<file path="config.mk">
export PLATFORM = sky130hd
export DESIGN_NAME = ref_clock_input_loss_monitor
export DESIGN_NICKNAME = d
export VERILOG_FILES = /design/src/common/ref_clk_pkg.sv /design/src/rtl/ref_clock_input_loss_monitor.sv /design/src/rtl/clk_divider.sv
export VERILOG_INCLUDE_DIRS = /design/src /design/src/common
export SDC_FILE = /design/constraint.sdc
export NUM_CORES = 1
export LEC_CHECK = 0
export BUFFER_PORTS_ARGS = -buffer_cell sky130_fd_sc_hd__buf_4
export CAP_MARGIN = 20
export CELL_PAD_IN_SITES_DETAIL_PLACEMENT = 1
export CELL_PAD_IN_SITES_GLOBAL_PLACEMENT = 1
export CORE_AREA = 2 2 225 227
export DETAILED_ROUTE_END_ITERATION = 7
export DIE_AREA = 0 0 227 229
export PLACE_DENSITY = 0.61
export REMOVE_ABC_BUFFERS = 1
export SYNTH_ARGS = -nofsm -noshare
export SYNTH_HDL_FRONTEND = slang
export SYNTH_SLANG_ARGS = --single-unit
</file>
<file path="constraint.sdc">
create_clock -name sys_clk -period 8.6 [get_ports sys_clk]
set_clock_uncertainty 0.05 [all_clocks]
set_input_delay 1.29 -clock sys_clk [delete_from_list [all_inputs] [get_ports sys_clk]]
set_output_delay 1.29 -clock sys_clk [all_outputs]
set_load 0.02 [all_outputs]
</file>
<file path="src/common/ref_clk_defs.svh">
// offsets, field positions, reset values and input count of the reference clock input block
`ifndef REF_CLK_DEFS_SVH
`define REF_CLK_DEFS_SVH

`define OFS_PAD_CONFIG      8'h00
`define OFS_PREDIV_CONFIG   8'h04
`define OFS_LOSS_WINDOW     8'h08
`define OFS_LOSS_NOMINAL    8'h0c
`define OFS_LOSS_MARGINS    8'h10
`define OFS_LOSS_QUALIFY    8'h14
`define OFS_LOSS_STATUS     8'h18
`define OFS_LOSS_EVENTS     8'h1c
`define OFS_LOSS_COUNTER    8'h20
`define OFS_MONITOR_CTRL    8'h24

`define RST_PAD_CONFIG      16'h8001
`define RST_PREDIV_CONFIG   32'h0050_0000
`define RST_LOSS_QUALIFY    8'h44

`define POS_PAD_RUN_N       15
`define POS_PAD_ENABLE      3
`define POS_PREDIV_RUN_N    22
`define POS_PREDIV_BYPASS   20
`define POS_SELECT_BLOCK    6
`define POS_LOSS_MASK       5
`define POS_FREQ_MASK       2
`define POS_MON_GATE        1
`define POS_MON_SRST        0

`define NUM_INPUTS          4
`endif

</file>
<file path="src/common/ref_clk_pkg.sv">
// types of the reference clock input block
package ref_clk_pkg;
    typedef struct packed {
        logic        write;
        logic        read;
        logic [7:0]  address;
        logic [31:0] writedata;
    } avl_req_t;

    typedef struct packed {
        logic        waitrequest;
        logic [31:0] readdata;
    } avl_rsp_t;

    typedef enum logic [2:0] {
        BUS_IDLE = 3'b001,
        BUS_ACK  = 3'b010,
        BUS_DONE = 3'b100
    } bus_state_t;
endpackage

</file>
<file path="src/rtl/ref_clock_input_loss_monitor.sv">
// reference clock inputs, pre-dividers, switch priority and loss-of-signal monitor
`include "ref_clk_defs.svh"
module ref_clock_input_loss_monitor
    import ref_clk_pkg::*;
(
    input  wire logic                    sys_clk,
    input  wire logic                    rst_n,
    input  wire ref_clk_pkg::avl_req_t   avlReq,
    output ref_clk_pkg::avl_rsp_t        avlRsp,
    input  wire logic [1:0]              padPin,
    input  wire logic                    freqStatus,
    input  wire logic [3:0]              peerUnusable,
    input  wire logic [5:0]              peerRanks,
    output logic                         refClockPulse,
    output logic                         padClockPulse,
    output logic [1:0]                   selectedInput,
    output logic                         selectedValid,
    output logic                         inputUnusable
);
    import ref_clk_pkg::*;

    logic [15:0] padConfig;
    logic [31:0] predivConfig;
    logic [15:0] lossWindow;
    logic [15:0] expectedCount;
    logic [31:0] lossMargins;
    logic [7:0]  qualifyCfg;
    logic [7:0]  monCtrl;
    logic        lossStatus;
    logic        lossSticky;
    logic        overFlag;
    logic [3:0]  lossCounter;
    bus_state_t  busState;
    logic [1:0]  pinMeta;
    logic [1:0]  pinSync;
    logic [1:0]  pinLast;
    logic        monEdge;
    logic        padTick;
    logic        winPulse;
    logic [15:0] periodCount;
    logic [3:0]  goodRun;
    logic [3:0]  badRun;
    logic        lossRise;
    logic        monHeld;
    logic        wrHit;
    logic [31:0] next_readdata;
    logic [31:0] readData;
    logic [16:0] countDiff;
    logic        windowAccept;
    logic        windowReject;

    // --------------------------------
    // pin synchroniser
    // --------------------------------
    always_ff @(posedge sys_clk)
    begin
        if (!rst_n)
        begin
            pinMeta <= 2'h0;
            pinSync <= 2'h0;
            pinLast <= 2'h0;
        end
        else
        begin
            pinMeta <= padPin;
            pinSync <= pinMeta;
            pinLast <= pinSync;
        end
    end

    always_comb
    begin
        case (padConfig[2:1])
            2'h0:    monEdge = pinSync[0] & ~pinSync[1] & ~(pinLast[0] & ~pinLast[1]);
            2'h2:    monEdge = pinSync[1] & ~pinLast[1];
            default: monEdge = pinSync[0] & ~pinLast[0];
        endcase
    end

    // --------------------------------
    // pad and pre-dividers
    // --------------------------------
    logic padDivOut;
    logic padEdge;
    logic predivOut;

    assign padEdge = monEdge & padConfig[`POS_PAD_ENABLE];

    clk_divider padDiv (
        .sys_clk (sys_clk),
        .rst_n   (rst_n),
        .tick    (padEdge),
        .run_n   (padConfig[`POS_PAD_RUN_N] | (padConfig[14:10] == 5'h00)),
        .ratio   ({15'h0000, padConfig[14:10]}),
        .pulse   (padDivOut)
    );

    assign padTick = (padConfig[14:10] == 5'h00) ? padEdge : padDivOut;

    clk_divider preDiv (
        .sys_clk (sys_clk),
        .rst_n   (rst_n),
        .tick    (padTick),
        .run_n   (predivConfig[`POS_PREDIV_RUN_N] | predivConfig[`POS_PREDIV_BYPASS]),
        .ratio   (predivConfig[19:0]),
        .pulse   (predivOut)
    );

    always_ff @(posedge sys_clk)
    begin
        if (!rst_n)
        begin
            refClockPulse <= 1'b0;
            padClockPulse <= 1'b0;
        end
        else
        begin
            padClockPulse <= padTick;
            refClockPulse <= predivConfig[`POS_PREDIV_BYPASS] ? padTick : predivOut;
        end
    end

    // --------------------------------
    // loss monitor window
    // --------------------------------
    assign monHeld = monCtrl[`POS_MON_SRST] | monCtrl[`POS_MON_GATE];

    clk_divider winDiv (
        .sys_clk (sys_clk),
        .rst_n   (rst_n),
        .tick    (padEdge),
        .run_n   (~monHeld),
        .ratio   ({15'h0000, lossWindow[4:0]}),
        .pulse   (winPulse)
    );

    always_comb
    begin
        countDiff = (periodCount >= expectedCount)
            ? {1'b0, periodCount - expectedCount}
            : {1'b0, expectedCount - periodCount};
        windowAccept = countDiff <= {2'b00, lossMargins[30:16]};
        windowReject = countDiff >  {2'b00, lossMargins[14:0]};
    end

    always_ff @(posedge sys_clk)
    begin
        if (!rst_n || monHeld || winPulse)
        begin
            periodCount <= 16'h0001;
        end
        else if (periodCount != 16'hffff)
        begin
            periodCount <= periodCount + 16'h0001;
        end
    end

    always_ff @(posedge sys_clk)
    begin
        if (!rst_n || monHeld)
        begin
            goodRun    <= 4'h0;
            badRun     <= 4'h0;
            lossStatus <= 1'b1;
        end
        else if (expectedCount == 16'h0000)
        begin
            lossStatus <= 1'b1;
            goodRun    <= 4'h0;
            badRun     <= 4'h0;
        end
        else if (winPulse)
        begin
            if (windowReject)
            begin
                goodRun <= 4'h0;
                if (badRun + 4'h1 >= qualifyCfg[3:0])
                begin
                    lossStatus <= 1'b1;
                    badRun     <= 4'h0;
                end
                else
                begin
                    badRun <= badRun + 4'h1;
                end
            end
            else if (windowAccept)
            begin
                if (goodRun + 4'h1 >= qualifyCfg[7:4])
                begin
                    lossStatus <= 1'b0;
                    goodRun    <= 4'h0;
                    badRun     <= 4'h0;
                end
                else
                begin
                    goodRun <= goodRun + 4'h1;
                end
            end
        end
    end

    logic lossLast;
    always_ff @(posedge sys_clk)
    begin
        if (!rst_n)
        begin
            lossLast <= 1'b1;
        end
        else
        begin
            lossLast <= lossStatus;
        end
    end
    assign lossRise = lossStatus & ~lossLast;

    // --------------------------------
    // events and counter
    // --------------------------------
    assign wrHit = (busState == BUS_ACK) & avlReq.write;

    always_ff @(posedge sys_clk)
    begin
        if (!rst_n)
        begin
            lossSticky <= 1'b1;
        end
        else if (lossStatus)
        begin
            lossSticky <= 1'b1;
        end
        else if (wrHit && avlReq.address == `OFS_LOSS_EVENTS && avlReq.writedata[0])
        begin
            lossSticky <= 1'b0;
        end
    end

    always_ff @(posedge sys_clk)
    begin
        if (!rst_n)
        begin
            overFlag <= 1'b0;
        end
        else if (lossCounter > lossWindow[11:8])
        begin
            overFlag <= 1'b1;
        end
        else if (wrHit && avlReq.address == `OFS_LOSS_EVENTS && avlReq.writedata[1])
        begin
            overFlag <= 1'b0;
        end
    end

    always_ff @(posedge sys_clk)
    begin
        if (!rst_n)
        begin
            lossCounter <= 4'h0;
        end
        else if (wrHit && avlReq.address == `OFS_LOSS_COUNTER && !monHeld)
        begin
            lossCounter <= avlReq.writedata[3:0];
        end
        else if (lossRise && !monHeld && lossCounter != 4'hf)
        begin
            lossCounter <= lossCounter + 4'h1;
        end
    end

    // --------------------------------
    // unusable and selection
    // --------------------------------
    // or of masked loss and freq terms, select block and pad disable
    always_ff @(posedge sys_clk)
    begin
        if (!rst_n)
        begin
            inputUnusable <= 1'b1;
        end
        else
        begin
            inputUnusable <= (lossStatus & ~lossWindow[`POS_LOSS_MASK])
                | (freqStatus & ~monCtrl[`POS_FREQ_MASK])
                | lossWindow[`POS_SELECT_BLOCK]
                | ~padConfig[`POS_PAD_ENABLE];
        end
    end

    logic [1:0] rankOf [`NUM_INPUTS];
    logic [3:0] usable;
    always_comb
    begin
        rankOf[0] = predivConfig[25:24];
        rankOf[1] = peerRanks[1:0];
        rankOf[2] = peerRanks[3:2];
        rankOf[3] = peerRanks[5:4];
        usable    = ~{peerUnusable[3:1], inputUnusable};
    end

    always_ff @(posedge sys_clk)
    begin
        if (!rst_n)
        begin
            selectedInput <= 2'h0;
            selectedValid <= 1'b0;
        end
        else
        begin
            selectedValid <= |usable;
            selectedInput <= 2'h0;
            for (int r = 3; r >= 0; r--)
            begin
                for (int i = 3; i >= 0; i--)
                begin
                    if (usable[i] && rankOf[i] == 2'(r))
                    begin
                        selectedInput <= 2'(i);
                    end
                end
            end
        end
    end

    // --------------------------------
    // avalon slave
    // --------------------------------
    always_comb
    begin
        case (avlReq.address)
            `OFS_PAD_CONFIG:    next_readdata = {16'h0000, padConfig};
            `OFS_PREDIV_CONFIG: next_readdata = predivConfig & 32'h035f_ffff;
            `OFS_LOSS_WINDOW:   next_readdata = {16'h0000, lossWindow & 16'h0f7f};
            `OFS_LOSS_NOMINAL:  next_readdata = {16'h0000, expectedCount};
            `OFS_LOSS_MARGINS:  next_readdata = lossMargins & 32'h7fff_7fff;
            `OFS_LOSS_QUALIFY:  next_readdata = {24'h000000, qualifyCfg};
            `OFS_LOSS_STATUS:   next_readdata = {30'h0, inputUnusable, lossStatus};
            `OFS_LOSS_EVENTS:   next_readdata = {30'h0, overFlag, lossSticky};
            `OFS_LOSS_COUNTER:  next_readdata = {28'h0, lossCounter};
            `OFS_MONITOR_CTRL:  next_readdata = {29'h0, monCtrl[2:0]};
            default:            next_readdata = 32'h0000_0000;
        endcase
    end

    always_ff @(posedge sys_clk)
    begin
        if (!rst_n)
        begin
            busState <= BUS_IDLE;
            readData <= 32'h0000_0000;
        end
        else
        begin
            case (busState)
                BUS_IDLE:
                begin
                    if (avlReq.read || avlReq.write)
                    begin
                        busState <= BUS_ACK;
                        readData <= next_readdata;
                    end
                end
                BUS_ACK:  busState <= BUS_DONE;
                BUS_DONE: busState <= BUS_IDLE;
                default:  busState <= BUS_IDLE;
            endcase
        end
    end
    assign avlRsp.waitrequest = (busState != BUS_ACK);
    assign avlRsp.readdata    = readData;

    always_ff @(posedge sys_clk)
    begin
        if (!rst_n)
        begin
            padConfig     <= `RST_PAD_CONFIG;
            predivConfig  <= `RST_PREDIV_CONFIG;
            lossWindow    <= 16'h0000;
            expectedCount <= 16'h0000;
            lossMargins   <= 32'h0000_0000;
            qualifyCfg    <= `RST_LOSS_QUALIFY;
            monCtrl       <= 8'h00;
        end
        else if (wrHit)
        begin
            case (avlReq.address)
                `OFS_PAD_CONFIG:    padConfig     <= avlReq.writedata[15:0];
                `OFS_PREDIV_CONFIG: predivConfig  <= avlReq.writedata;
                `OFS_LOSS_WINDOW:   lossWindow    <= avlReq.writedata[15:0];
                `OFS_LOSS_NOMINAL:  expectedCount <= avlReq.writedata[15:0];
                `OFS_LOSS_MARGINS:  lossMargins   <= avlReq.writedata;
                `OFS_LOSS_QUALIFY:  qualifyCfg    <= avlReq.writedata[7:0];
                `OFS_MONITOR_CTRL:  monCtrl       <= avlReq.writedata[7:0];
                default:            monCtrl       <= monCtrl;
            endcase
        end
    end
endmodule

</file>
<file path="src/rtl/clk_divider.sv">
// programmable clock divider that emits one-cycle enable pulses
`include "ref_clk_defs.svh"
module clk_divider
    import ref_clk_pkg::*;
(
    input  wire logic        sys_clk,
    input  wire logic        rst_n,
    input  wire logic        tick,
    input  wire logic        run_n,
    input  wire logic [19:0] ratio,
    output logic             pulse
);
    logic [19:0] count;

    // --------------------------------
    // divide counter
    // --------------------------------
    always_ff @(posedge sys_clk)
    begin
        if (!rst_n || !run_n)
        begin
            count <= 20'h00000;
            pulse <= 1'b0;
        end
        else if (tick)
        begin
            if (ratio <= 20'h00001 || count >= ratio - 20'h00001)
            begin
                count <= 20'h00000;
                pulse <= 1'b1;
            end
            else
            begin
                count <= count + 20'h00001;
                pulse <= 1'b0;
            end
        end
        else
        begin
            pulse <= 1'b0;
        end
    end
endmodule

</file>
=== Yosys cells after proc, flatten, opt, wreduce, memory -nomap -nowiden ===
Cells that the tools add are included.
Widths: inputs -> output; s select.

* Magnitude comparators: 12
* Reduce and logical (&&, ||, !) cells: 66
* $add $sub $neg: 12
* Mux-type cells: 43
* Bitwise logic cells: 28
* Equality and inequality tests: 29

{| class="wikitable"
|+ Operators by type and width
! kind !! number
|-
| $pmux 31 s10 || 1
|-
| $add 20x1->20 const B || 3
|-
| $ge 20x20->1 || 3
|-
| $mux 20 || 3
|-
| $mux 4 || 9
|-
| $eq 8x5->1 const B || 4
|-
| $sub 16x16->16 || 2
|-
| $mux 2 || 14
|-
| $logic_and 1x1->1 || 23
|-
| $le 20x1->1 const B || 1
|-
| $sub 20x1->20 const B || 1
|-
| $eq 2x2->1 const B || 9
|-
| $reduce_and 2->1 || 9
|-
| $add 16x1->16 const B || 1
|-
| $eq 8x4->1 const B || 2
|-
| $eq 8x6->1 const B || 2
|-
| $ge 16x16->1 || 1
|-
| $gt 16x15->1 || 1
|-
| $le 16x15->1 || 1
|-
| $logic_not 16->1 || 1
|-
| $mux 16 || 1
|-
| $ne 16x16->1 const B || 1
|-
| $add 4x1->4 const B || 3
|-
| $mux 1 || 12
|-
| 30 further kinds || 82
|}

* Output and inout port bits: 39
* Logic and storage cells: 222
* Input port bits: 57
* Bits in registers: 254

=== Logic depth before layout (Yosys ltp) ===
* Depth after elaboration: 17
* Mapped depth: 23
* Gate-level depth less buffers: 23

=== Cells and area by module ===
From an unflattened synthesis, not the netlist that was laid out.

* Cells, all modules: 1958
* Area total of the unflattened synthesis: 15508.6 sq um

{| class="wikitable"
|+ Modules (own cells, without submodules)
! module !! times used !! area an instance (sq um) !! cells each
|-
| ref_clock_input_loss_monitor || 1 || 10332.4 || 1328
|-
| clk_divider (padDiv) || 1 || 1773.0 || 214
|-
| clk_divider (winDiv) || 1 || 1730.4 || 215
|-
| clk_divider (preDiv) || 1 || 1672.9 || 201
|}

=== Worst setup path before layout ===
OpenSTA, ideal clock, no wires.

* Path type: register -> register
* From: register periodCount[0]
* To: register goodRun[0]
* Arrival: 4341 ps
* Slack: 4088 ps
* Setup time: 121 ps
* Data required time: 8429 ps
* Cell stages (with the launch flop): 22
* Cells stage by stage: dfxtp_1 inv_1 ha_1 inv_1 fa_1 a21o_1 a221oi_2 o311ai_4 mux2_4 a221oi_4 o21ai_1 a31oi_1 xnor2_1 ha_1 nand4_1 nor2_1 o311ai_0 a31oi_1 and4b_1 nor2_4 o22ai_2 mux2_2

* Cells in the longest elaborated chain, start to end: 5
* Elaborated cells between the ends (all ways): 9

{| class="wikitable"
|+ RTL lines
! what !! line !! text
|-
| start: declaration || ref_clock_input_loss_monitor.sv:40 || <nowiki>logic [15:0] periodCount;</nowiki>
|-
| start signal: assignment || ref_clock_input_loss_monitor.sv:154 || <nowiki>periodCount <= periodCount + 16'h0001;</nowiki>
|-
| $sub 16x16->16 (tied with other cells) || ref_clock_input_loss_monitor.sv:141 || <nowiki>: {1'b0, expectedCount - periodCount};</nowiki>
|-
| $mux 16 (*) || ref_clock_input_loss_monitor.sv:140 || <nowiki>? {1'b0, periodCount - expectedCount}</nowiki>
|-
| $le 16x15->1 / $gt 16x15->1 (equally long branches) || ref_clock_input_loss_monitor.sv:142, ref_clock_input_loss_monitor.sv:143 ||
|-
| $reduce_bool 2->1 (no line) || n/a ||
|-
| $reduce_and 2->1 (no line) || n/a ||
|-
| end signal: assignment || ref_clock_input_loss_monitor.sv:197 || <nowiki>goodRun <= goodRun + 4'h1;</nowiki>
|-
| end: declaration || ref_clock_input_loss_monitor.sv:41 || <nowiki>logic [3:0] goodRun;</nowiki>
|}

Mark *: on every way between the ends. The rest lies on a longest branch, timed or not.
A chain may end at the register's enable or synchronous reset.

=== Final worst setup path ===
* From: register expectedCount[14]
* To: register badRun[0]

* Cells in the longest elaborated chain, start to end: 5
* Elaborated cells between the ends (all ways): 12

{| class="wikitable"
|+ RTL lines
! what !! line !! text
|-
| start: declaration || ref_clock_input_loss_monitor.sv:25 || <nowiki>logic [15:0] expectedCount;</nowiki>
|-
| start signal: assignment || ref_clock_input_loss_monitor.sv:389 || <nowiki>`OFS_LOSS_NOMINAL: expectedCount <= avlReq.writedata[15:0];</nowiki>
|-
| $sub 16x16->16 (tied with other cells) || ref_clock_input_loss_monitor.sv:141 ||
|-
| $mux 16 || ref_clock_input_loss_monitor.sv:140 ||
|-
| $gt 16x15->1 / $le 16x15->1 (equally long branches) || ref_clock_input_loss_monitor.sv:143, ref_clock_input_loss_monitor.sv:142 ||
|-
| $reduce_bool 2->1 (no line) || n/a ||
|-
| $reduce_and 3->1 (no line) || n/a ||
|-
| end signal: assignment || ref_clock_input_loss_monitor.sv:184 || <nowiki>badRun <= badRun + 4'h1;</nowiki>
|-
| end: declaration || ref_clock_input_loss_monitor.sv:42 || <nowiki>logic [3:0] badRun;</nowiki>
|}

Several ways; a longest one is shown, not always the timed one.

==> summary.txt <==
Clocking
  – Clk_lat worst skew: 0.59 ns
  – CTS sink cnt: 249
  – H-tree levels: 1
  – PostCTS Resize Cnt: 0
  – CTS tree: built
  – Worst-path clk slew: approximately 0.060 ns
  – Clock Path Buffers: 3
  – Setup bufs post-CTS: 0
  – Cts hold-fix bufs: 0
  – Root Buffer: clkbuf_16
  – CTS buffer count: 31

Cells and area
  – Fillers: approximately 6,000
  – Seq. cell area: 0.00498 mm^2
  – Nets: roughly 2,100
  – Share of layout cells above drive strength 1: 10.6%
  – Number of antenna diodes: 0
  – Area of the multi-input gates: about 0.009 mm^2
  – Layout area overhead: 16.3%

Route
  – Drt pass-1 iters: 5
  – Vias: around 13,000
  – DR vias/cell: slightly above 5
  – WL/cell: between 15 and 20 um
  – Remaining antenna violation count: 0
  – Residual DRC count: 0
  – Initial DRC count: around 740
  – DRT Wirelength: 48,200 um

Placement
  – PortBufs: 92
  – Routability cong.: around 0.87
  – HPWL Detailed: 35,800 um
  – Pre-CTS WS: 2.74 ns

Synthesis
  – Post-synthesis xor/xnor area fraction: 6.39%
  – Post-synth ARST share: 0%
  – Post-synth EDFFs: 0
  – Yosys top cell area share: 34.0%
  – Main combinational cell family by area after synthesis: simple AND/OR/NAND/NOR gates
  – Compound-cell area share of the yosys netlist: around 18%
  – Adder-cell area share of the yosys netlist: between 10% and 20%
  – Library cells used by synthesis: a little over 80
  – Syn Std Cell Area: between 0.01 and 0.015 mm^2
  – Synth Area per Inst: 8.01 um^2
  – Post-synthesis mux area share: roughly 1.8%
  – Post-synth top area cell: dfxtp_1
  – Most used DFF post-synth: dfxtp_1
  – Synth warnings: 0
  – Most frequent cell after synthesis: nand2_1
  – Simple-Gate Fraction of Synth Area: between 20% and 30%
  – Top post-synthesis cells by area: dfxtp_1, ha_1, nand2_1
  – Most frequent cells after synthesis: nand2_1, dfxtp_1, a21oi_1
  – Sequential fraction of the synthesis area: 34.0%
  – #FFs+latches synth: between 200 and 250
  – Synth Instances: between 1,500 and 2,000

STA
  – Period utilisation layout: 68.9%
  – Setup_tns: 0 ns
  – Final WS setup: 2.68 ns
  – Worst-Margin Slew: 1.02 ns
  – Max-Slew Margin vs Limit: between 30% and 40%
  – Hold slack final: between 0.3 and 0.4 ns
  – Slew Limit Fails: 0
  – Final Hold Fails: 0
  – RSZ-0062 raised after global routing: no
  – Achievable frequency: 169 MHz
  – Tmin final: between 5 and 6 ns
  – Setup violations, final: 0

Pwr
  – Final total power: 2.93 mW
  – Clock Power Share: 46.0%
  – Logic gate share of total power: between 10% and 20%
  – Power density over the cells: 172 mW/mm^2
  – Int Pwr: 2.13 mW
  – Switching portion of total power: 27.3%
  – Net switching power: between 0.7 and 0.8 mW
  – Static Leak: about 7.0 nW
  – Peak supply drop: approximately 0.15 mV
  – Sequential share of power: about 40%

Die
  – Core area: ~0.050 mm^2
  – Die X-Extent: between 200 and 250 um
  – Initial Util: about 30%
  – Die Y: ~230 um
  – # IOs: 96
  – Num rows: 82
  – DIE AREA: just over 0.05 mm^2

Worst setup path
  – CP endpoint kind: flip-flop
  – Crit path max fanout: 15
  – Startpoint Class: flip-flop
  – WS Path Type: flip-flop to flip-flop
  – Crit path DAT: between 6 and 7 ns
  – R2r setup slk: 2.68 ns
  – Critical Path RT: around 9 ns

Global routing
  – Largest net degree at the start of global routing: 80
  – Vias in the first global route: roughly 14,000
  – Total track usage: 18.5%
  – First-pass GRT wire length: 76,400 um
  – Initial antenna violation count: 0
  – Total gr overflow: 0

Status
  – Status: completed

Min path
  – Hold WC Path Type: flip-flop to flip-flop

Run
  – Max-cap violations: 0
-- layer usage --
layer | vias to the layer above | part of all wire, % | track usage (%) | wire (um)
li1 | 6469 | - | - | -
met1 | 6512 | 47 | 24.6 | 22500
met2 | 242 | 46 | 30.6 | 22200
met3 | 65 | 4.5 | 2.53 | 2150
met4 | 0 | 2.8 | 5.98 | 1350
met5 | - | 0 | 0 | 0
-- path summary, 6_finish.rpt --
| check | startpoint | endpoint | cells after the start |
|---|---|---|---|
| worst min register to register | pinMeta[1] | pinSync[1] | 1 |
| worst max-delay path | expectedCount[14] | badRun[0] | 20 |
| worst min-delay path | pinMeta[1] | pinSync[1] | 1 |
| worst max register to register | expectedCount[14] | badRun[0] | 20 |
-- cells by family (layout without fill, tap and decap cells) --
family | after synthesis | after routing
buffers and inverters | 176 | 258
adder cells (fa/ha/maj) | 148 | 148
AND/OR/NAND/NOR | 724 | 724
other | 1 | 1
XOR/XNOR | 107 | 107
flip-flops | 249 | 249
AO/OA/AOI/OAI | 400 | 400
multiplexers | 25 | 25
-- power by group through the flow --
stage / combinational [mW] / sequential (mW) / clock, mW
floorplan: 0.212 / 1.23 / 0
global route: 0.432 / 1.19 / 1.43
detailed placement: 0.392 / 1.22 / 0
CTS: 0.394 / 1.19 / 1.39
global placement: 0.379 / 1.22 / 0
finish: 0.391 / 1.19 / 1.35
-- through the flow --
stage	cell area (um^2)	cells	utilization, %
after detailed placement	16000	2528	32.2
after CTS	17000	2583	34.3
after global placement	16000	2528	32.2
after floorplan	14300	1747	-
final	17000	2584	34.3
after global routing	17000	2584	34.3
-- worst max-delay path: stages (launching register included) --
cell and delay (ns):
dfxtp_1 0.46, inv_1 0.08, ha_1 0.48, and3_4 0.26
and2_4 0.20, nand2_4 0.07, o311ai_4 0.86, mux2i_1 0.25
o221a_2 0.32, o31ai_1 0.31, xor2_1 0.45, ha_1 0.34
a21oi_1 0.15, o21ai_0 0.13, o21a_1 0.19, o21ai_0 0.17
a31oi_1 0.14, and4b_1 0.34, nor2_4 0.10, and3_4 0.21
mux2_4 0.26
-- state kept, by name (all words and copies together), names as in the netlist, 3 cells and up --
register	count
monCtrl	3
expectedCount	16
winDiv.count	20
lossCounter	4
goodRun	4
busState	3
readData	31
padDiv.count	20
preDiv.count	20
qualifyCfg	8
lossMargins	30
predivConfig	24
padConfig	16
badRun	4
periodCount	16
lossWindow	11
-- layout make-up --
class / count / area share, %
Inverter: 93 / 2.06
Tap cell: 672 / 4.93
Multi-Input combinational cell: 1405 / 52.7
Clock inverter: 13 / 0.786
Sequential cell: 249 / 29.3
Timing Repair Buffer: 110 / 4.87
Clock buffer: 42 / 5.44
-- placed cells by master (no fill, tap or decap), drive strengths merged, types with 9 or more instances in the layout --
master / instances
a211oi: 13
a21o: 30
a21oi: 182
a221oi: 25
a222oi: 12
a31oi: 14
and2: 17
and3: 22
and4: 9
buf: 110
clkbuf: 42
dfxtp: 249
ha: 146
inv: 94
mux2i: 18
nand2: 340
nand2b: 17
nand3: 54
nand4: 24
nor2: 150
nor2b: 13
nor3: 41
nor4: 13
o21ai: 59
xnor2: 58
xor2: 49
(Power assumes the default switching activity.)
